==> config.mk <==
export PLATFORM = sky130hd
export DESIGN_NAME = lnctl_top
export DESIGN_NICKNAME = d
export VERILOG_FILES = /design/src/core/lnctl_pkg.sv /design/src/core/lnctl_clock_divider_field.sv /design/src/core/lnctl_ocp.sv /design/src/core/lnctl_top.sv
export SDC_FILE = /design/constraint.sdc
export NUM_CORES = 1
export LEC_CHECK = 0
export ABC_AREA = 1
export BUFFER_PORTS_ARGS = -buffer_cell sky130_fd_sc_hd__buf_2
export CORE_UTILIZATION = 50
export CTS_BUF_LIST = sky130_fd_sc_hd__clkbuf_8 sky130_fd_sc_hd__clkbuf_16
export CTS_CLUSTER_DIAMETER = 80
export DETAILED_ROUTE_END_ITERATION = 16
export PLACE_DENSITY = 0.68
export SLEW_MARGIN = 20
export SYNTH_ARGS = -nofsm -noshare
export SYNTH_HDL_FRONTEND = slang
export SYNTH_HIERARCHICAL = 1
export SYNTH_SLANG_ARGS = --single-unit
==> constraint.sdc <==
create_clock -name REF_CLK -period 2.85 [get_ports REF_CLK]
set_input_delay 0.57 -clock REF_CLK [delete_from_list [all_inputs] [get_ports REF_CLK]]
set_output_delay 0.57 -clock REF_CLK [all_outputs]
set_load 0.005 [all_outputs]
==> src/core/lnctl_pkg.sv <==
// Package: constants, register map, field layouts and carrier types of the line control block
// Contract
// - Register mode: receive output inverts line, tristates when receive-disable bit set.
// - Pin mode: receive output always inverts line, never disabled.
// - Register mode: clock output rate from divider field, default 14.74MHz, or off.
// - Pin mode: clock output fixed 14.74MHz while enable pin high, else tristated.
// - Interface-select pin high gives register mode, low gives pin mode.
// - Register mode: one bus address bit follows the address/clock-enable pin.
// - Wake-up pulse requests honoured only in register mode.
// - Pin mode: autoretry always on, 500us blanking, 50ms off-time.
// - Pin mode: line output inverts transmit data, aux output inverts aux input.
// - Pin mode: glitch filters bypassed, weak line pull currents off.
// - Pin mode: line wake-up pulls data/wake pin low, not the interrupt output.
// - Pin mode: interrupt output follows driver fault, thermal overload or supply warning.
// - Pin mode: limit-select pin high gives 100mA, low gives 200mA.
// - Pin mode: driver current limit is always active.
// - Register mode: two-bit field selects 50, 100, 200 or 250mA limit.
// - Driver fault only when overcurrent outlasts the blanking time.
// - Register mode: driver fault sets flag and drives interrupt unless masked.
// - Register mode: two-bit field selects 128us, 500us, 1ms or 5ms blanking.
// - Autoretry: driver off after blanking, off for off-time, back on, repeating.
// - Register mode: autoretry enable bit and two-bit off-time field.
// - Pin mode: driver follows the driver-enable input.
// - Enable pin low: driver disabled and registers held at reset values.
package lnctl_pkg;
  localparam int CLK_PERIOD_NS = 25;
  localparam int T_BLANK_128US_NS = 128000;
  localparam int T_BLANK_500US_NS = 500000;
  localparam int T_BLANK_1MS_NS = 1000000;
  localparam int T_BLANK_5MS_NS = 5000000;
  localparam int T_OFF_10MS_NS = 10000000;
  localparam int T_OFF_20MS_NS = 20000000;
  localparam int T_OFF_50MS_NS = 50000000;
  localparam int T_OFF_100MS_NS = 100000000;

  // Cycles for a time, rounded up, at least one
  function automatic int cyc_of(input int t_ns);
    int c;
    c = (t_ns + CLK_PERIOD_NS - 1) / CLK_PERIOD_NS;
    return (c < 1) ? 1 : c;
  endfunction

  localparam logic [3:0] ADDR_CONTROL = 4'h0;
  localparam logic [3:0] ADDR_CLOCK_CONFIG = 4'h1;
  localparam logic [3:0] ADDR_CURRENT_LIMIT = 4'h2;
  localparam logic [3:0] ADDR_INTERRUPT = 4'h3;
  localparam logic [3:0] ADDR_IRQ_MASK = 4'h4;
  localparam logic [3:0] ADDR_STATUS = 4'h5;

  localparam int CTL_RX_DIS = 0;
  localparam int CTL_AUX_DIS = 1;
  localparam int CTL_DRV_EN = 2;
  localparam int CTL_WAKE_REQ = 3;
  localparam int CLIM_CL_LSB = 0;
  localparam int CLIM_BL_LSB = 2;
  localparam int CLIM_RETRY = 4;
  localparam int CLIM_OFF_LSB = 5;
  localparam int INT_FAULT = 0;
  localparam int INT_THERM = 1;
  localparam int INT_WARN = 2;
  localparam int INT_WAKE = 3;

  localparam logic [7:0] CONTROL_RST = 8'h00;
  localparam logic [2:0] CLOCK_DIVIDER_FIELD_RST = 3'h2;
  localparam logic [7:0] CURRENT_LIMIT_RST = 8'h00;
  localparam logic [3:0] IRQ_MASK_RST = 4'h0;

  localparam logic [2:0] CLOCK_DIVIDER_FIELD_OFF = 3'h0;
  localparam logic [2:0] CLOCK_DIVIDER_FIELD_MAX = 3'h5;
  localparam logic [2:0] CLOCK_DIVIDER_FIELD_PIN = 3'h2;
  localparam logic [1:0] LIMIT_50MA = 2'h0;
  localparam logic [1:0] LIMIT_100MA = 2'h1;
  localparam logic [1:0] LIMIT_200MA = 2'h2;
  localparam logic [1:0] LIMIT_250MA = 2'h3;

  typedef struct packed {
    logic iface_sel;
    logic addr_clken;
    logic limit_sel;
    logic drv_en_in;
    logic tx;
    logic line_lvl;
    logic aux_in;
    logic enable_power_good_pin;
    logic over_cur;
    logic therm;
    logic supply_warn;
    logic wake_det;
  } lnctl_pins_type;

  typedef struct packed {
    logic [1:0] off_time;
    logic retry_en;
    logic [1:0] blank;
    logic [1:0] limit;
  } lnctl_climit_type;
endpackage

==> src/core/lnctl_clock_divider_field.sv <==
// Clock output divider: halves the reference per divider step, stopped when off
`timescale 1ns/100ps
module lnctl_clock_divider_field
  import lnctl_pkg::*;
(
  input wire logic clk,
  input wire logic rst,
  input wire logic [2:0] sel,
  output logic clk_out
);
  logic [4:0] cnt_q;
  logic out_q;
  logic [4:0] half_w;
  logic wrap_w;

  assign half_w = 5'h01 << (sel - 3'h1);
  assign wrap_w = (cnt_q >= half_w - 5'h01);
  assign clk_out = out_q;

  always_ff @(posedge clk or posedge rst) begin
    if (rst) begin
      cnt_q <= 5'h00;
      out_q <= 1'b0;
    end else if (sel == CLOCK_DIVIDER_FIELD_OFF || sel > CLOCK_DIVIDER_FIELD_MAX) begin
      cnt_q <= 5'h00;
      out_q <= 1'b0;
    end else if (wrap_w) begin
      cnt_q <= 5'h00;
      out_q <= ~out_q;
    end else begin
      cnt_q <= cnt_q + 5'h01;
    end
  end
endmodule

==> src/core/lnctl_ocp.sv <==
// Overcurrent blanking timer and autoretry off-time sequencer
`timescale 1ns/100ps
module lnctl_ocp
  import lnctl_pkg::*;
#(
  parameter int CNT_W = 24
)(
  input wire logic clk,
  input wire logic rst,
  input wire logic hold,
  input wire logic over_cur,
  input wire logic [CNT_W-1:0] blank_cyc,
  input wire logic [CNT_W-1:0] off_cyc,
  input wire logic retry_en,
  output logic drv_off,
  output logic fault_evt,
  output logic fault_act
);
  typedef enum logic [3:0] {
    OCP_IDLE = 4'h1,
    OCP_BLANK = 4'h2,
    OCP_OFF = 4'h4,
    OCP_FAULT = 4'h8
  } lnctl_ocp_st_type;

  lnctl_ocp_st_type st_q, st_d;
  logic [CNT_W-1:0] cnt_q, cnt_d;
  logic blank_done_w;
  logic off_done_w;

  assign blank_done_w = (cnt_q >= blank_cyc - CNT_W'(1));
  assign off_done_w = (cnt_q >= off_cyc - CNT_W'(1));
  assign drv_off = (st_q == OCP_OFF);
  assign fault_act = (st_q == OCP_OFF) || (st_q == OCP_FAULT);
  assign fault_evt = (st_q == OCP_BLANK) && over_cur && blank_done_w;

  always_comb begin
    st_d = st_q;
    cnt_d = cnt_q + CNT_W'(1);
    case (st_q)
      OCP_IDLE: begin
        cnt_d = '0;
        if (over_cur) begin
          st_d = OCP_BLANK;
        end
      end
      OCP_BLANK: begin
        if (!over_cur) begin
          st_d = OCP_IDLE;
          cnt_d = '0;
        end else if (blank_done_w) begin
          st_d = retry_en ? OCP_OFF : OCP_FAULT;
          cnt_d = '0;
        end
      end
      OCP_OFF: begin
        if (off_done_w) begin
          st_d = OCP_IDLE;
          cnt_d = '0;
        end
      end
      OCP_FAULT: begin
        cnt_d = '0;
        if (!over_cur) begin
          st_d = OCP_IDLE;
        end
      end
      default: begin
        st_d = OCP_IDLE;
        cnt_d = '0;
      end
    endcase
  end

  always_ff @(posedge clk or posedge rst) begin
    if (rst) begin
      st_q <= OCP_IDLE;
      cnt_q <= '0;
    end else if (hold) begin
      st_q <= OCP_IDLE;
      cnt_q <= '0;
    end else begin
      st_q <= st_d;
      cnt_q <= cnt_d;
    end
  end
endmodule

==> src/core/lnctl_top.sv <==
// Line driver mode select, pin/register control and overcurrent supervision
//
// The register offsets and the address-and-strobe port were left to the implementer.
`timescale 1ns/100ps
module lnctl_top
  import lnctl_pkg::*;
#(
  parameter int CNT_W = 24,
  parameter int BLANK_128US_CYC = cyc_of(T_BLANK_128US_NS),
  parameter int BLANK_500US_CYC = cyc_of(T_BLANK_500US_NS),
  parameter int BLANK_1MS_CYC = cyc_of(T_BLANK_1MS_NS),
  parameter int BLANK_5MS_CYC = cyc_of(T_BLANK_5MS_NS),
  parameter int OFF_10MS_CYC = cyc_of(T_OFF_10MS_NS),
  parameter int OFF_20MS_CYC = cyc_of(T_OFF_20MS_NS),
  parameter int OFF_50MS_CYC = cyc_of(T_OFF_50MS_NS),
  parameter int OFF_100MS_CYC = cyc_of(T_OFF_100MS_NS)
)(
  input wire logic REF_CLK,
  input wire logic RST,
  input wire logic [3:0] REG_ADDR,
  input wire logic [7:0] REG_WDATA,
  input wire logic REG_WR,
  input wire logic REG_RD,
  output logic [7:0] REG_RDATA,
  input wire logic IFACE_SEL,
  input wire logic ADDR_BIT_OR_CLOCK_OUT_ENABLE,
  input wire logic BUS_CLOCK_OR_LIMIT_SELECT,
  input wire logic LINE_DRIVER_ENABLE_IN,
  input wire logic TX_DATA_IN,
  input wire logic LINE_LEVEL_IN,
  input wire logic AUX_DIGITAL_INPUT,
  input wire logic ENABLE_POWER_GOOD_PIN,
  input wire logic OVER_CURRENT_IN,
  input wire logic THERMAL_OVERLOAD_IN,
  input wire logic SUPPLY_WARNING_IN,
  input wire logic WAKE_DETECT_IN,
  output logic BUS_ADDR_BIT,
  output logic REG_MODE,
  output logic RX_OUT,
  output logic RX_OE,
  output logic AUX_INPUT_LOGIC_OUT,
  output logic AUX_OE,
  output logic LINE_OUT,
  output logic LINE_OE,
  output logic [1:0] CURRENT_LIMIT_SEL,
  output logic CURRENT_LIMIT_ON,
  output logic FILTER_BYPASS,
  output logic LINE_PULL_ON,
  output logic BUS_DATA_OR_WAKE_FLAG_OUT,
  output logic BUS_DATA_OR_WAKE_FLAG_OE,
  output logic WAKE_INTERRUPT_OUT,
  output logic WAKE_PULSE_GO,
  output logic CLOCK_OUT,
  output logic CLOCK_OUT_OE
);
  localparam int NPIN = $bits(lnctl_pins_type);

  if (CNT_W < 2 || CNT_W > 30) begin : g_bad_w
    $error("CNT_W out of range");
  end
  if (BLANK_5MS_CYC >= (1 << CNT_W) || OFF_100MS_CYC >= (1 << CNT_W)) begin : g_bad_cnt
    $error("Timer counts do not fit CNT_W");
  end
  if (BLANK_128US_CYC < 1 || OFF_10MS_CYC < 1) begin : g_bad_min
    $error("Timer counts must be at least one");
  end

  // Two-stage synchroniser on every pin input
  logic [NPIN-1:0] sync1_q;
  logic [NPIN-1:0] sync2_q;
  lnctl_pins_type raw_w;
  lnctl_pins_type pin_s;

  assign raw_w = '{
    iface_sel: IFACE_SEL,
    addr_clken: ADDR_BIT_OR_CLOCK_OUT_ENABLE,
    limit_sel: BUS_CLOCK_OR_LIMIT_SELECT,
    drv_en_in: LINE_DRIVER_ENABLE_IN,
    tx: TX_DATA_IN,
    line_lvl: LINE_LEVEL_IN,
    aux_in: AUX_DIGITAL_INPUT,
    enable_power_good_pin: ENABLE_POWER_GOOD_PIN,
    over_cur: OVER_CURRENT_IN,
    therm: THERMAL_OVERLOAD_IN,
    supply_warn: SUPPLY_WARNING_IN,
    wake_det: WAKE_DETECT_IN
  };
  assign pin_s = lnctl_pins_type'(sync2_q);

  always_ff @(posedge REF_CLK or posedge RST) begin
    if (RST) begin
      sync1_q <= '0;
      sync2_q <= '0;
    end else begin
      sync1_q <= raw_w;
      sync2_q <= sync1_q;
    end
  end

  logic reg_mode_w;
  logic enabled_w;
  assign reg_mode_w = pin_s.iface_sel;
  assign enabled_w = pin_s.enable_power_good_pin;

  // Register file
  logic [7:0] control_q;
  logic [2:0] clock_divider_field_q;
  lnctl_climit_type climit_q;
  logic [3:0] int_q;
  logic [3:0] int_d;
  logic [3:0] mask_q;
  logic wake_req_q;
  logic [7:0] rdata_q;
  logic [7:0] rdata_d;
  logic [3:0] status_w;
  logic [3:0] event_w;
  logic [3:0] clear_w;
  logic wr_control_w;
  logic wr_clock_divider_field_w;
  logic wr_climit_w;
  logic wr_int_w;
  logic wr_mask_w;

  assign wr_control_w = REG_WR && (REG_ADDR == ADDR_CONTROL);
  assign wr_clock_divider_field_w = REG_WR && (REG_ADDR == ADDR_CLOCK_CONFIG);
  assign wr_climit_w = REG_WR && (REG_ADDR == ADDR_CURRENT_LIMIT);
  assign wr_int_w = REG_WR && (REG_ADDR == ADDR_INTERRUPT);
  assign wr_mask_w = REG_WR && (REG_ADDR == ADDR_IRQ_MASK);

  // Registers held at reset while enable low
  always_ff @(posedge REF_CLK or posedge RST) begin
    if (RST) begin
      control_q <= CONTROL_RST;
      clock_divider_field_q <= CLOCK_DIVIDER_FIELD_RST;
      climit_q <= lnctl_climit_type'(CURRENT_LIMIT_RST[6:0]);
      mask_q <= IRQ_MASK_RST;
    end else if (!enabled_w) begin
      control_q <= CONTROL_RST;
      clock_divider_field_q <= CLOCK_DIVIDER_FIELD_RST;
      climit_q <= lnctl_climit_type'(CURRENT_LIMIT_RST[6:0]);
      mask_q <= IRQ_MASK_RST;
    end else begin
      if (wr_control_w) begin
        control_q <= REG_WDATA & 8'h07;
      end
      if (wr_clock_divider_field_w) begin
        clock_divider_field_q <= REG_WDATA[2:0];
      end
      if (wr_climit_w) begin
        climit_q <= lnctl_climit_type'(REG_WDATA[6:0]);
      end
      if (wr_mask_w) begin
        mask_q <= REG_WDATA[3:0];
      end
    end
  end

  // Wake pulse request only in register mode
  always_ff @(posedge REF_CLK or posedge RST) begin
    if (RST) begin
      wake_req_q <= 1'b0;
    end else begin
      wake_req_q <= wr_control_w && REG_WDATA[CTL_WAKE_REQ] && reg_mode_w && enabled_w;
    end
  end

  // Overcurrent supervision, blanking and off-time per mode
  logic [CNT_W-1:0] blank_sel_w;
  logic [CNT_W-1:0] off_sel_w;
  logic retry_w;
  logic ocp_off_w;
  logic fault_evt_w;
  logic fault_act_w;

  function automatic logic [CNT_W-1:0] pick4(input logic [1:0] s, input int c0,
                                             input int c1, input int c2, input int c3);
    int c;
    case (s)
      2'h0: c = c0;
      2'h1: c = c1;
      2'h2: c = c2;
      default: c = c3;
    endcase
    return c[CNT_W-1:0];
  endfunction

  assign blank_sel_w = reg_mode_w
    ? pick4(climit_q.blank, BLANK_128US_CYC, BLANK_500US_CYC, BLANK_1MS_CYC, BLANK_5MS_CYC)
    : BLANK_500US_CYC[CNT_W-1:0];
  assign off_sel_w = reg_mode_w
    ? pick4(climit_q.off_time, OFF_10MS_CYC, OFF_20MS_CYC, OFF_50MS_CYC, OFF_100MS_CYC)
    : OFF_50MS_CYC[CNT_W-1:0];
  assign retry_w = reg_mode_w ? climit_q.retry_en : 1'b1;

  lnctl_ocp #(
    .CNT_W(CNT_W)
  ) u_ocp (
    .clk(REF_CLK),
    .rst(RST),
    .hold(!enabled_w),
    .over_cur(pin_s.over_cur),
    .blank_cyc(blank_sel_w),
    .off_cyc(off_sel_w),
    .retry_en(retry_w),
    .drv_off(ocp_off_w),
    .fault_evt(fault_evt_w),
    .fault_act(fault_act_w)
  );

  // Sticky interrupt flags, write one to clear, set wins
  logic wake_prev_q;
  logic therm_prev_q;
  logic warn_prev_q;
  always_ff @(posedge REF_CLK or posedge RST) begin
    if (RST) begin
      wake_prev_q <= 1'b0;
      therm_prev_q <= 1'b0;
      warn_prev_q <= 1'b0;
    end else begin
      wake_prev_q <= pin_s.wake_det;
      therm_prev_q <= pin_s.therm;
      warn_prev_q <= pin_s.supply_warn;
    end
  end

  assign event_w[INT_FAULT] = fault_evt_w;
  assign event_w[INT_THERM] = pin_s.therm && !therm_prev_q;
  assign event_w[INT_WARN] = pin_s.supply_warn && !warn_prev_q;
  assign event_w[INT_WAKE] = pin_s.wake_det && !wake_prev_q;
  assign clear_w = wr_int_w ? REG_WDATA[3:0] : 4'h0;
  assign int_d = (reg_mode_w ? event_w : 4'h0) | (int_q & ~clear_w);

  always_ff @(posedge REF_CLK or posedge RST) begin
    if (RST) begin
      int_q <= 4'h0;
    end else if (!enabled_w) begin
      int_q <= 4'h0;
    end else begin
      int_q <= int_d;
    end
  end

  // Read path, one cycle after the strobe
  assign status_w = {pin_s.addr_clken, pin_s.supply_warn, pin_s.therm, fault_act_w};
  always_comb begin
    rdata_d = 8'h00;
    if (REG_RD) begin
      case (REG_ADDR)
        ADDR_CONTROL: rdata_d = control_q;
        ADDR_CLOCK_CONFIG: rdata_d = {5'h00, clock_divider_field_q};
        ADDR_CURRENT_LIMIT: rdata_d = {1'b0, climit_q};
        ADDR_INTERRUPT: rdata_d = {4'h0, int_q};
        ADDR_IRQ_MASK: rdata_d = {4'h0, mask_q};
        ADDR_STATUS: rdata_d = {3'h0, reg_mode_w, status_w};
        default: rdata_d = 8'h00;
      endcase
    end
  end

  always_ff @(posedge REF_CLK or posedge RST) begin
    if (RST) begin
      rdata_q <= 8'h00;
    end else begin
      rdata_q <= rdata_d;
    end
  end

  // Clock output
  logic [2:0] div_sel_w;
  logic clk_div_w;
  logic clk_oe_w;
  // Fixed rate gated by pin in pin mode
  assign div_sel_w = reg_mode_w ? clock_divider_field_q : (pin_s.addr_clken ? CLOCK_DIVIDER_FIELD_PIN : CLOCK_DIVIDER_FIELD_OFF);
  assign clk_oe_w = (div_sel_w != CLOCK_DIVIDER_FIELD_OFF) && (div_sel_w <= CLOCK_DIVIDER_FIELD_MAX);

  lnctl_clock_divider_field u_clock_divider_field (
    .clk(REF_CLK),
    .rst(RST),
    .sel(div_sel_w),
    .clk_out(clk_div_w)
  );

  // Output decode
  logic rx_oe_w;
  logic aux_oe_w;
  logic drv_on_w;
  logic [1:0] limit_w;
  logic irq_w;
  logic wake_flag_w;

  assign rx_oe_w = reg_mode_w ? !control_q[CTL_RX_DIS] : 1'b1;
  assign aux_oe_w = reg_mode_w ? !control_q[CTL_AUX_DIS] : 1'b1;
  assign drv_on_w = enabled_w && pin_s.drv_en_in && !ocp_off_w
    && (reg_mode_w ? control_q[CTL_DRV_EN] : 1'b1);
  assign limit_w = reg_mode_w ? climit_q.limit
    : (pin_s.limit_sel ? LIMIT_100MA : LIMIT_200MA);
  assign irq_w = reg_mode_w ? |(int_q & ~mask_q)
    : (fault_act_w || pin_s.therm || pin_s.supply_warn);
  assign wake_flag_w = !reg_mode_w && pin_s.wake_det;

  always_ff @(posedge REF_CLK or posedge RST) begin
    if (RST) begin
      RX_OUT <= 1'b0;
      RX_OE <= 1'b0;
      AUX_INPUT_LOGIC_OUT <= 1'b0;
      AUX_OE <= 1'b0;
      LINE_OUT <= 1'b0;
      LINE_OE <= 1'b0;
      CURRENT_LIMIT_SEL <= LIMIT_50MA;
      FILTER_BYPASS <= 1'b0;
      LINE_PULL_ON <= 1'b0;
      BUS_DATA_OR_WAKE_FLAG_OE <= 1'b0;
      WAKE_INTERRUPT_OUT <= 1'b0;
      CLOCK_OUT <= 1'b0;
      CLOCK_OUT_OE <= 1'b0;
      BUS_ADDR_BIT <= 1'b0;
      REG_MODE <= 1'b0;
    end else begin
      RX_OUT <= !pin_s.line_lvl;
      RX_OE <= rx_oe_w;
      AUX_INPUT_LOGIC_OUT <= !pin_s.aux_in;
      AUX_OE <= aux_oe_w;
      LINE_OUT <= !pin_s.tx;
      LINE_OE <= drv_on_w;
      CURRENT_LIMIT_SEL <= limit_w;
      FILTER_BYPASS <= !reg_mode_w;
      LINE_PULL_ON <= reg_mode_w;
      BUS_DATA_OR_WAKE_FLAG_OE <= wake_flag_w;
      WAKE_INTERRUPT_OUT <= irq_w;
      CLOCK_OUT <= clk_div_w && clk_oe_w;
      CLOCK_OUT_OE <= clk_oe_w;
      BUS_ADDR_BIT <= reg_mode_w && pin_s.addr_clken;
      REG_MODE <= reg_mode_w;
    end
  end

  assign CURRENT_LIMIT_ON = 1'b1;
  assign BUS_DATA_OR_WAKE_FLAG_OUT = 1'b0;
  assign WAKE_PULSE_GO = wake_req_q;
  assign REG_RDATA = rdata_q;
endmodule

Word level (Yosys, flattened, before mapping) --
Cells that the tools add are included.
Cells by class: mux-type cells 43, reductions and logical operators 42, add/sub/neg operators 6, shifts and indexed selects 1, equality and inequality tests 21, magnitude comparators 5, bitwise gates (word level) 6
Operator list (count):
- 2-to-1 mux 24 bit | 6
- one-hot mux 22 bit (3 select lines) | 1
- one-hot mux 18 bit (3 select lines) | 1
- >= comparator 24 bit | 2
- 2-to-1 mux 4 bit | 12
- one-hot mux 24 bit (2 select lines) | 1
- one-hot mux 8 bit (6 select lines) | 1
- subtractor 24 x 1 -> 24 bit, second input constant | 2
- adder 24 x 1 -> 24 bit, second input constant | 1
- 2-to-1 mux 8 bit | 3
- logical AND 1 bit | 20
- one-hot mux 4 bit (4 select lines) | 1
- 2-to-1 mux 7 bit | 2
- == test 4 x 2 -> 1 bit, second input constant | 3
- == test 4 x 3 -> 1 bit, second input constant | 3
- logical NOT 1 bit | 10
- 2-to-1 mux 5 bit | 2
- 2-to-1 mux 3 bit | 3
- AND 4 bit | 2
- == test 4 x 1 -> 1 bit, second input constant | 2
- inequality test 2 x 1 -> 1 bit, second input constant | 4
- inverter 4 bit | 2
- 2-to-1 mux 1 bit | 7
- 2-to-1 mux 2 bit | 3
- 23 further kinds | 30
Word-level totals: word-level logic and storage cells 157, flip-flop bits (word level) 111, output and inout bits 27, input port bits 28

Depth between registers and ports, before layout --
Gate-level depths: netlist (run 1).
word-level depth 9, depth in mapped cells 27, mapped depth without buffers 25

By module --
Netlist (run 1), hierarchy kept.
By module, submodules not included:
- lnctl_ocp | area an instance 3734.8 µm², times used 1, seq. area each 701.9 µm², cells an instance 551
- lnctl_top | area an instance 2839.0 µm², times used 1, seq. area each 1778.0 µm², cells an instance 290
- lnctl_clock_divider_field | area an instance 488.0 µm², times used 1, seq. area each 150.1 µm², cells an instance 57

Least setup slack after synthesis (run 1) --
OpenSTA, ideal clock, no wires.
kind register to register, start register climit_q[5] (netlist bit), end register u_ocp.cnt_q[8], period minus slack after synthesis 3.165 ns, stages on the path, launching flop included 23, slack -0.315 ns, setup time 0.124 ns, arrival time 3.040 ns, path through dfrtp_1 > inv_1 > ha_1 > nor2_1 > o21ai_0 > nor2_1 > inv_1 > nor2_4 > nand2_2 > nor2_2 > xor2_1 > inv_1 > ha_1 > nand2_1 > nor2_1 > nand4_1 > nor2_1 > nand2_1 > nand2_2 > nand2_4 > inv_4 > buf_12 > nor2_4
Between the ends: longest elaborated chain between the ends 8, elaborated cells on any way between the ends 10
RTL lines:
- start: declaration | line lnctl_top.sv:108 | lnctl_climit_type climit_q;
- start signal: assignment | line lnctl_top.sv:135 | climit_q <= lnctl_climit_type'(CURRENT_LIMIT_RST[6:0]);
- start signal: assignment | line lnctl_top.sv:140 | climit_q <= lnctl_climit_type'(CURRENT_LIMIT_RST[6:0]);
- start signal: assignment | line lnctl_top.sv:150 | climit_q <= lnctl_climit_type'(REG_WDATA[6:0]);
- == test 2 bit, or another cell as far along | line lnctl_top.sv:178 | case (s)
- one-hot mux 22 bit (3 select lines) (*) | line lnctl_top.sv:178
- 2-to-1 mux 24 bit (*) | line lnctl_top.sv:191 | ? pick4(climit_q.off_time, OFF_10MS_CYC, OFF_20MS_CYC, OFF_50MS_CYC, OFF_100MS_CYC)
- net off_sel_w[17] | line lnctl_top.sv:169 | logic [CNT_W-1:0] off_sel_w;
- subtractor 24 x 1 -> 24 bit (*) | line lnctl_ocp.sv:32 | assign off_done_w = (cnt_q >= off_cyc - CNT_W'(1));
- >= comparator 24 bit (*) | line lnctl_ocp.sv:32
- 2-to-1 mux 24 bit (*) | line lnctl_ocp.sv:57 | if (off_done_w) begin
- one-hot mux 24 bit (2 select lines) (*) | line lnctl_ocp.sv:40 | case (st_q)
- 2-to-1 mux 24 bit (*) | line lnctl_ocp.sv:79 | end else if (hold) begin
- end signal: assignment | line lnctl_ocp.sv:84 | cnt_q <= cnt_d;
- end: declaration | line lnctl_ocp.sv:27 | logic [CNT_W-1:0] cnt_q, cnt_d;
Mark *: on every way through the listed nets, which the timed path passes. The rest lies on a longest branch. A chain may end at the register's enable or synchronous reset.

Worst setup path after layout (run 1) --
start register climit_q[6] (netlist bit), end register u_ocp.cnt_q[8]
The elaborated chain is that of the path after synthesis.

==> results of run 1 <==
==> placed cells by master, fill, tap and decap left out, types with 2 or more instances in the layout <==
cell	n
a21o_1	2
a21oi_1	25
a21oi_2	3
a21oi_4	2
a31oi_1	3
buf_12	3
buf_2	50
buf_4	75
buf_6	11
clkbuf_16	9
clkinv_4	4
conb_1	63
dfrtp_1	100
dfrtp_2	3
dfstp_2	2
ha_1	57
ha_4	7
inv_1	103
inv_2	17
inv_4	4
inv_6	2
nand2_1	169
nand2_2	21
nand2_4	13
nand3_1	67
nand3_2	5
nand3_4	2
nand4_1	23
nor2_1	76
nor2_2	31
nor2_4	29
nor3_1	14
nor3_4	2
nor4_1	2
o21ai_0	7
o21ai_1	20
xnor2_1	13
xor2_1	39
xor2_2	4
==> layer usage <==
| metal | routed length, microns | global-route usage [%] | part of all wire, % |
|---|---|---|---|
| met2 | 8110 | 39.7 | 50 |
| met3 | 446 | 3.07 | 2.7 |
| met4 | 330 | 8.10 | 2.0 |
| met5 | 0 | 0 | 0 |
| met1 | 7420 | 29.2 | 46 |
==> what timing repair did <==
action,in CTS,in global routing
setup endpoints to repair,29,29
pin swaps,8,65
setup buffers,8,20
gates resized for setup,32,91
==> registers in the layout, indices dropped and copies added, names as in the netlist, 2 cells and up <==
name                         flops
climit_q                         7
CURRENT_LIMIT_SEL                2
control_q                        3
int_q                            4
mask_q                           4
pin_s                           12
clock_divider_field_q            3
u_ocp/st_q                       4
u_clock_divider_field/cnt_q      5
sync1_q                         12
REG_RDATA                        7
u_ocp/cnt_q                     24
==> layout make-up <==
class	count	area [sq um]
clock inverters	6	60.1
multi-input cells	712	4550
flip-flops and latches	105	2630
inverters	127	503
repair buffers	139	997
clock buffers	10	239
well taps	180	225
fillers	1159	4620
==> Yosys cell counts <==
| cell | n |
|---|---|
| buf_2 | 6 |
| xnor2_1 | 14 |
| o21ai_1 | 20 |
| a31oi_1 | 3 |
| dfrtp_1 | 103 |
| a21oi_4 | 1 |
| o31ai_1 | 1 |
| nor3_1 | 16 |
| nor4_1 | 3 |
| conb_1 | 2 |
| a21oi_1 | 28 |
| nand3_2 | 5 |
| nand3b_1 | 1 |
| or2_2 | 2 |
| ha_1 | 64 |
| inv_2 | 11 |
| inv_1 | 115 |
| nand3_1 | 68 |
| dfstp_2 | 2 |
| o41ai_1 | 1 |
| nand4_2 | 1 |
| inv_4 | 1 |
| a21oi_2 | 1 |
| clkbuf_1 | 2 |
| nand2_4 | 3 |
| buf_12 | 1 |
| nor2_1 | 103 |
| nand4_1 | 23 |
| o21ai_2 | 1 |
| nand2_1 | 192 |
| nor2_2 | 18 |
| buf_1 | 2 |
| o21ai_0 | 8 |
| o21a_1 | 1 |
| buf_4 | 4 |
| nor3_4 | 1 |
| and2_1 | 1 |
| a21o_1 | 2 |
| xor2_1 | 43 |
| nand3_4 | 1 |
| nand2_2 | 8 |
| nor2_4 | 15 |
==> worst max-delay path: cells and delay by family (launching register included) <==
kind | cells | cell delay [ps]
XOR/XNOR | 1 | 140
buffers and inverters | 6 | 710
flip-flops | 1 | 450
adder cells (fa/ha/maj) | 2 | 490
AND/OR/NAND/NOR | 11 | 1050
AO/OA/AOI/OAI | 1 | 70
==> path summary, 6_finish.rpt <==
check | depth (start not counted) | endpoint | slack (ps) | startpoint
setup / recovery | 21 | u_ocp/cnt_q[8] | -200 | climit_q[6]
hold / removal | 2 | u_clock_divider_field/clk_out | 150 | RST
setup reg to reg | 21 | u_ocp/cnt_q[8] | -200 | climit_q[6]
hold reg to reg | 0 | pin_s[6] | 350 | sync1_q[6]
max in group asynchronous | 3 | climit_q[5] | 1860 | RST
min in group REF_CLK | 1 | sync1_q[10] | 320 | ADDR_BIT_OR_CLOCK_OUT_ENABLE
==> power breakdown <==
group,leakage [uW],internal [uW],total (uW),switching [uW]
Combinational,0.00315,253,634,380
Clock,0.000146,636,1220,589
Sequential,0.00135,1570,1630,59.6
Total,0.00465,2460,3490,1030
==> cell families after synthesis <==
logic type / share of synthesized area [%]
other cells: 0.106
fa+ha+maj: 11.3
simple gates: 30.8
compound gates: 5.26
buf+inv: 8.13
xor+xnor: 7.07
flops: 37.2
==> per-stage QoR <==
stage	cells	setup TNS (ps)	utilization (%)	power [uW]	setup slack [ps]
after floorplan	959	0	-	2060	1.87
after global placement	1236	-2490	59.5	2210	-121
after detailed placement	1236	-3120	59.5	2220	-179
after CTS	1260	-1410	63.0	3470	-81.9
after global routing	1279	-9600	66.6	3670	-367
final	1279	-4690	66.6	3490	-200
==> flow_metrics.py, run 1 <==
metrics = {
    "routing": {
        "first_pass_iters": 4,
        "vias": 6185,
        "wl_microns": 16300,
        "drt-initial-drc-count": 219,
        "antenna_left": 0,
        "via_per_inst": 4.84,
        "drcViolationCount": 0,
        "wl_per_cell_microns": 12.7,
    },
    "placed_design": {
        "dpl_cell_area_sq_mm": 0.00823,
        "place.gp.congestion": 0.864,
        "port_buffers": 50,
        "dp_hpwl_microns": 11900,
    },
    "cells_and_area": {
        "drive_above_1_share_pct": 28.4,
        "fin_nets": 1186,
        "final_area_sq_mm": 0.00921,
        "antenna_cells": 0,
        "area_growth_pct": 30.4,
    },
    "outcome": {
        "status": "complete, but fails checks",
        "violations": "negative setup slack",
    },
    "clock_network": {
        "cts_buffers": 9,
        "clock_latency_ps": 350,
        "clock-sinks": 105,
        "cts_buffer_depth": 2,
        "clk_pin_slew_ps": 80,
        "holdBufCountCts": 0,
        "cts_max_level": 3,
        "root_buffer": "clkbuf_16",
        "cts_tree": "built",
    },
    "sta": {
        "finalCritPeriodShare_pct": 107,
        "min_period_ps": 3050,
        "hold_viol": 0,
        "holdWs_ps": 154,
        "slew_violations": 0,
        "setup_ws_ps": -200,
        "finClkSkew_ps": 12.9,
        "max_clock_freq_mhz": 328,
        "rsz0062_at_grt": "true",
        "setup-violations-final": 28,
    },
    "critical_path": {
        "crit_top_cell": "nor2_4",
        "end_kind": "flip-flop",
        "critical_path.max_stage_delay_ps": 450,
        "cp_max_fo": 6,
        "cp_slowest_cell": "dfrtp_2",
        "start_kind": "flip-flop",
        "crit_chain": "buf_6 > ha_4 > buf_6 > o21ai_4 > nor2_4 > inv_2 > nor2_4 > nand2_4 > buf_4 > xor2_2 > ha_1 > nand2_2 > nor2_4 > nand4_1 > nor2_1 > nand2_1 > nand2_2 > nand2_4 > inv_8 > buf_12 > nor2_4",
        "required_ps": 3070,
        "cp.arrival_ps": 3270,
        "critPathKind": "reg2reg",
    },
    "synth": {
        "netlist_instances": 898,
        "ys_warn_count": 6,
        "postSynthAreaPerCell_sq_um": 7.86,
        "yosysTopAreaCell": "dfrtp_1",
        "synth.yosys.seq_area_share_pct": 37.2,
        "synth_area_leaders": "dfrtp_1 36%, ha_1 11%, nand2_1 10%",
        "ys_ff_latch": 105,
        "netlist.area_leader.share_pct": 36.5,
        "synth_cell_types": 42,
        "syn_area_sq_mm": 0.00706,
    },
    "power_and_ir_drop": {
        "cellPowerDensity_mw_per_mm2": 379,
        "vdd_drop_max_mv": 0.278,
        "p_leak_uw": 0.00465,
    },
    "global_routing": {
        "grt_start_max_net_pins": 29,
        "grt_pass1_wl_microns": 26400,
        "antenna_found_initial": 0,
        "first_global_vias": 5861,
        "grt.total_usage_pct": 22.9,
        "grt_remaining_overflow": 0,
    },
    "floorplan": {
        "start_util_pct": 51.1,
        "rows": 43,
        "dieHeight_microns": 121,
        "die_x_microns": 121,
        "core_sq_mm": 0.0138,
        "die_area_sq_mm": 0.0146,
        "io_pins": 55,
    },
    "job": {
        "drv_cap": 0,
    },
    "hold_path": {
        "hp-class": "in2async",
    },
}
Power figures use the tool's default switching activity.
==> run 2, diff against run 1 <==
GPL_ROUTABILITY_DRIVEN = 0   (was default)
PLACE_DENSITY = 0.69   (was 0.68)
SYNTH_HIERARCHICAL = default   (was 1)
==> flow_metrics.py, run 2 <==
metrics = {
    "outcome": {
        "status": "finished clean",
    },
    "floorplan": {
        "rows": 37,
        "start_util_pct": 52.0,
        "die_x_microns": 106,
        "dieHeight_microns": 106,
        "die_area_sq_mm": 0.0112,
        "io_pins": 55,
        "core_sq_mm": 0.0104,
    },
    "power_and_ir_drop": {
        "cellPowerDensity_mw_per_mm2": 488,
        "sw_frac_of_total_pct": 27.6,
        "vdd_drop_max_mv": 0.330,
        "clockPowerShare_pct": 32.0,
        "p_leak_uw": 0.00313,
        "p_sw_uw": 829,
        "power_uw": 3000,
        "internal_power_uw": 2170,
        "sequentialPowerShare_pct": 54.1,
        "pwr-share-comb_pct": 13.8,
    },
    "clock_network": {
        "clock-sinks": 105,
        "cts_tree": "built",
        "clk_pin_slew_ps": 100,
        "cts_buffer_depth": 2,
        "cts_buffers": 9,
        "cts_max_level": 3,
        "root_buffer": "clkbuf_8",
        "clock_latency_ps": 360,
    },
    "routing": {
        "antenna_left": 0,
        "drcViolationCount": 0,
        "first_pass_iters": 5,
        "via_per_inst": 5.07,
        "wl_per_cell_microns": 13.1,
        "wl_microns": 11000,
        "vias": 4243,
        "drt-initial-drc-count": 252,
    },
    "placed_design": {
        "place_ws_ps": 20.5,
        "port_buffers": 50,
        "dp_hpwl_microns": 8170,
    },
    "critical_path": {
        "critical_path.max_stage_delay_ps": 480,
        "cp_slowest_cell": "dfrtp_2",
        "ff2ff_path_depth": 16,
        "ff2ff_setup_slack_ps": 130,
        "required_ps": 3150,
        "critPathKind": "reg2reg",
        "crit_top_cell": "nand2_1",
        "crit_chain": "buf_4 > buf_4 > nand2_1 > nand2_1 > nand2_1 > nand2_2 > nand2_1 > ha_2 > nand3_1 > xor2_1 > ha_1 > a21oi_2 > o221ai_2 > a21oi_2 > nand2_2 > nor2_1",
        "cp.arrival_ps": 3020,
        "cp_max_fo": 7,
        "end_kind": "flip-flop",
        "start_kind": "flip-flop",
        "crit_family": "simple AND/OR/NAND/NOR gates",
        "reg2reg_to": "u_clock_divider_field.cnt_q[0]",
        "reg2reg_from": "pin_s[11]",
        "worst-path-buf-inv": 2,
    },
    "global_routing": {
        "grt_remaining_overflow": 0,
        "grt_pass1_wl_microns": 18900,
        "grt_start_max_net_pins": 106,
        "antenna_found_initial": 0,
        "first_global_vias": 4130,
        "grt.total_usage_pct": 21.4,
    },
    "cells_and_area": {
        "final_common_cell": "nand2_1",
        "area_growth_pct": 14.2,
        "largest_register_ffs": 24,
        "final_util_pct": 59.3,
        "antenna_cells": 0,
        "layout_common_cells": "122 x nand2_1, 102 x dfrtp_1, 84 x nor2_1",
        "regMostFlops": "u_ocp.cnt_q",
        "nFillCells": 959,
        "fin_nets": 766,
        "drive_above_1_share_pct": 17.0,
    },
    "sta": {
        "hold_viol": 0,
        "slew_headroom_pct": 63.0,
        "rsz0062_at_grt": "true",
        "finalCritPeriodShare_pct": 95.5,
        "setup_ws_ps": 129,
        "finClkSkew_ps": 11.4,
        "slew_violations": 0,
        "max_clock_freq_mhz": 368,
        "holdWs_ps": 304,
        "tightest_slew_ps": 555,
        "min_period_ps": 2720,
        "setup-violations-final": 0,
    },
    "hold_path": {
        "hold_end": "sync1_q[9]",
        "holdPathStages": 1,
        "worstHoldStart": "BUS_CLOCK_OR_LIMIT_SELECT",
        "hp-class": "in2reg",
    },
    "synth": {
        "syn_area_sq_mm": 0.00539,
        "netlist.area_leader.share_pct": 47.8,
        "synth_edf_count": 0,
        "ys_ff_latch": 105,
        "async_flop_share_pct": 100,
        "synth_common_cells": "127 x nand2_1, 103 x dfrtp_1, 88 x nor2_1",
        "synth.yosys.seq_area_share_pct": 48.8,
        "synth_cell_types": 37,
        "netlist_instances": 628,
        "postSynthAreaPerCell_sq_um": 8.58,
        "synth_area_leaders": "dfrtp_1 48%, ha_1 9.8%, nand2_1 8.8%",
        "synth_ff_type": "dfrtp_1",
        "ys_warn_count": 0,
        "yosysTopAreaCell": "dfrtp_1",
        "yosysMostFrequentCell": "nand2_1",
    },
    "job": {
        "drv_cap": 0,
    },
}
run 2: cell count changes after synthesis, sizes merged, moves of 22 or more:
| cell | change |
|---|---|
| nand3 | -46 |
| xor2 | -31 |
| inv | -37 |
| ha | -22 |
| nand2 | -73 |
| nor2 | -42 |
run 2: what timing repair did:
item	in CTS	in global routing
setup endpoints to repair	15	32
gates cloned	0	0
setup buffers	0	3
resized for setup	1	17
hold buffers	0	0
pin swaps	0	9
run 2: worst max path at each step:
stage                          from                             end  slack [ps]  cells past startpoint
final                     pin_s[11]  u_clock_divider_field.cnt_q[0]         130                     16
after global routing      pin_s[11]  u_clock_divider_field.cnt_q[1]         -60                     16
after CTS                 pin_s[11]                  u_ocp.cnt_q[6]          10                     20
after detailed placement  pin_s[11]                  u_ocp.cnt_q[7]          20                     20
after global placement    pin_s[11]  u_clock_divider_field.cnt_q[3]         110                     15
after floorplan           pin_s[11]                  u_ocp.cnt_q[3]         190                     21
run 2: cell families after synthesis:
family	count (synthesis)	synth area share, %
and+or+nand+nor	285	22.9
DFF	105	48.8
buffers and inverters	101	7.50
AOI/OAI and AO/OA	73	7.62
adders and majority gates	42	9.75
xor gates and xnor gates	20	3.25
other	2	0.139
run 2: metrics by stage:
| stage | TNS (ps) | area [sq um] | std cells |
|---|---|---|---|
| 2_1_floorplan | 0 | 5410 | 632 |
| 3_3_place_gp | 0 | 5870 | 818 |
| 3_5_place_dp | 0 | 5870 | 818 |
| 4_1_cts | 0 | 6080 | 834 |
| 5_1_grt | -280 | 6150 | 837 |
| 6_report | 0 | 6150 | 837 |
run 2: power groups by stage:
stage / registers (uW) / logic (uW) / clock network [uW]
4_1_cts: 1630 / 395 / 994
3_5_place_dp: 1650 / 393 / 0
5_1_grt: 1640 / 484 / 1050
2_1_floorplan: 1650 / 269 / 0
3_3_place_gp: 1650 / 374 / 0
6_report: 1630 / 415 / 962
run 2: cell type report:
type / count / area [sq um] / area share (%)
Multi-Input combinational cell: 426 / 2410 / 39.2
Inverter: 90 / 342 / 5.55
Clock buffer: 10 / 138 / 2.24
Sequential cell: 105 / 2630 / 42.8
Timing Repair Buffer: 64 / 380 / 6.18
Tap cell: 136 / 170 / 2.77
Clock inverter: 6 / 76.3 / 1.24
run 2: worst reg2reg max path, stage by stage, from the launching register on:
cell,delay (ps)
dfrtp_2,480
buf_4,170
buf_4,160
nand2_1,90
nand2_1,60
nand2_1,80
nand2_2,80
nand2_1,80
ha_2,190
nand3_1,90
xor2_1,160
ha_1,360
a21oi_2,160
o221ai_2,110
a21oi_2,190
nand2_2,130
nor2_1,100
run 2: per-layer routing:
metal | GRT usage, % | up-vias | wire, microns | part of all wire (%)
li1 | - | 2135 | - | -
met1 | 30.2 | 1981 | 5190 | 47
met2 | 33.8 | 114 | 5110 | 47
met3 | 3.59 | 13 | 537 | 4.9
met4 | 6.85 | 0 | 136 | 1.2
met5 | 0 | - | 0 | 0
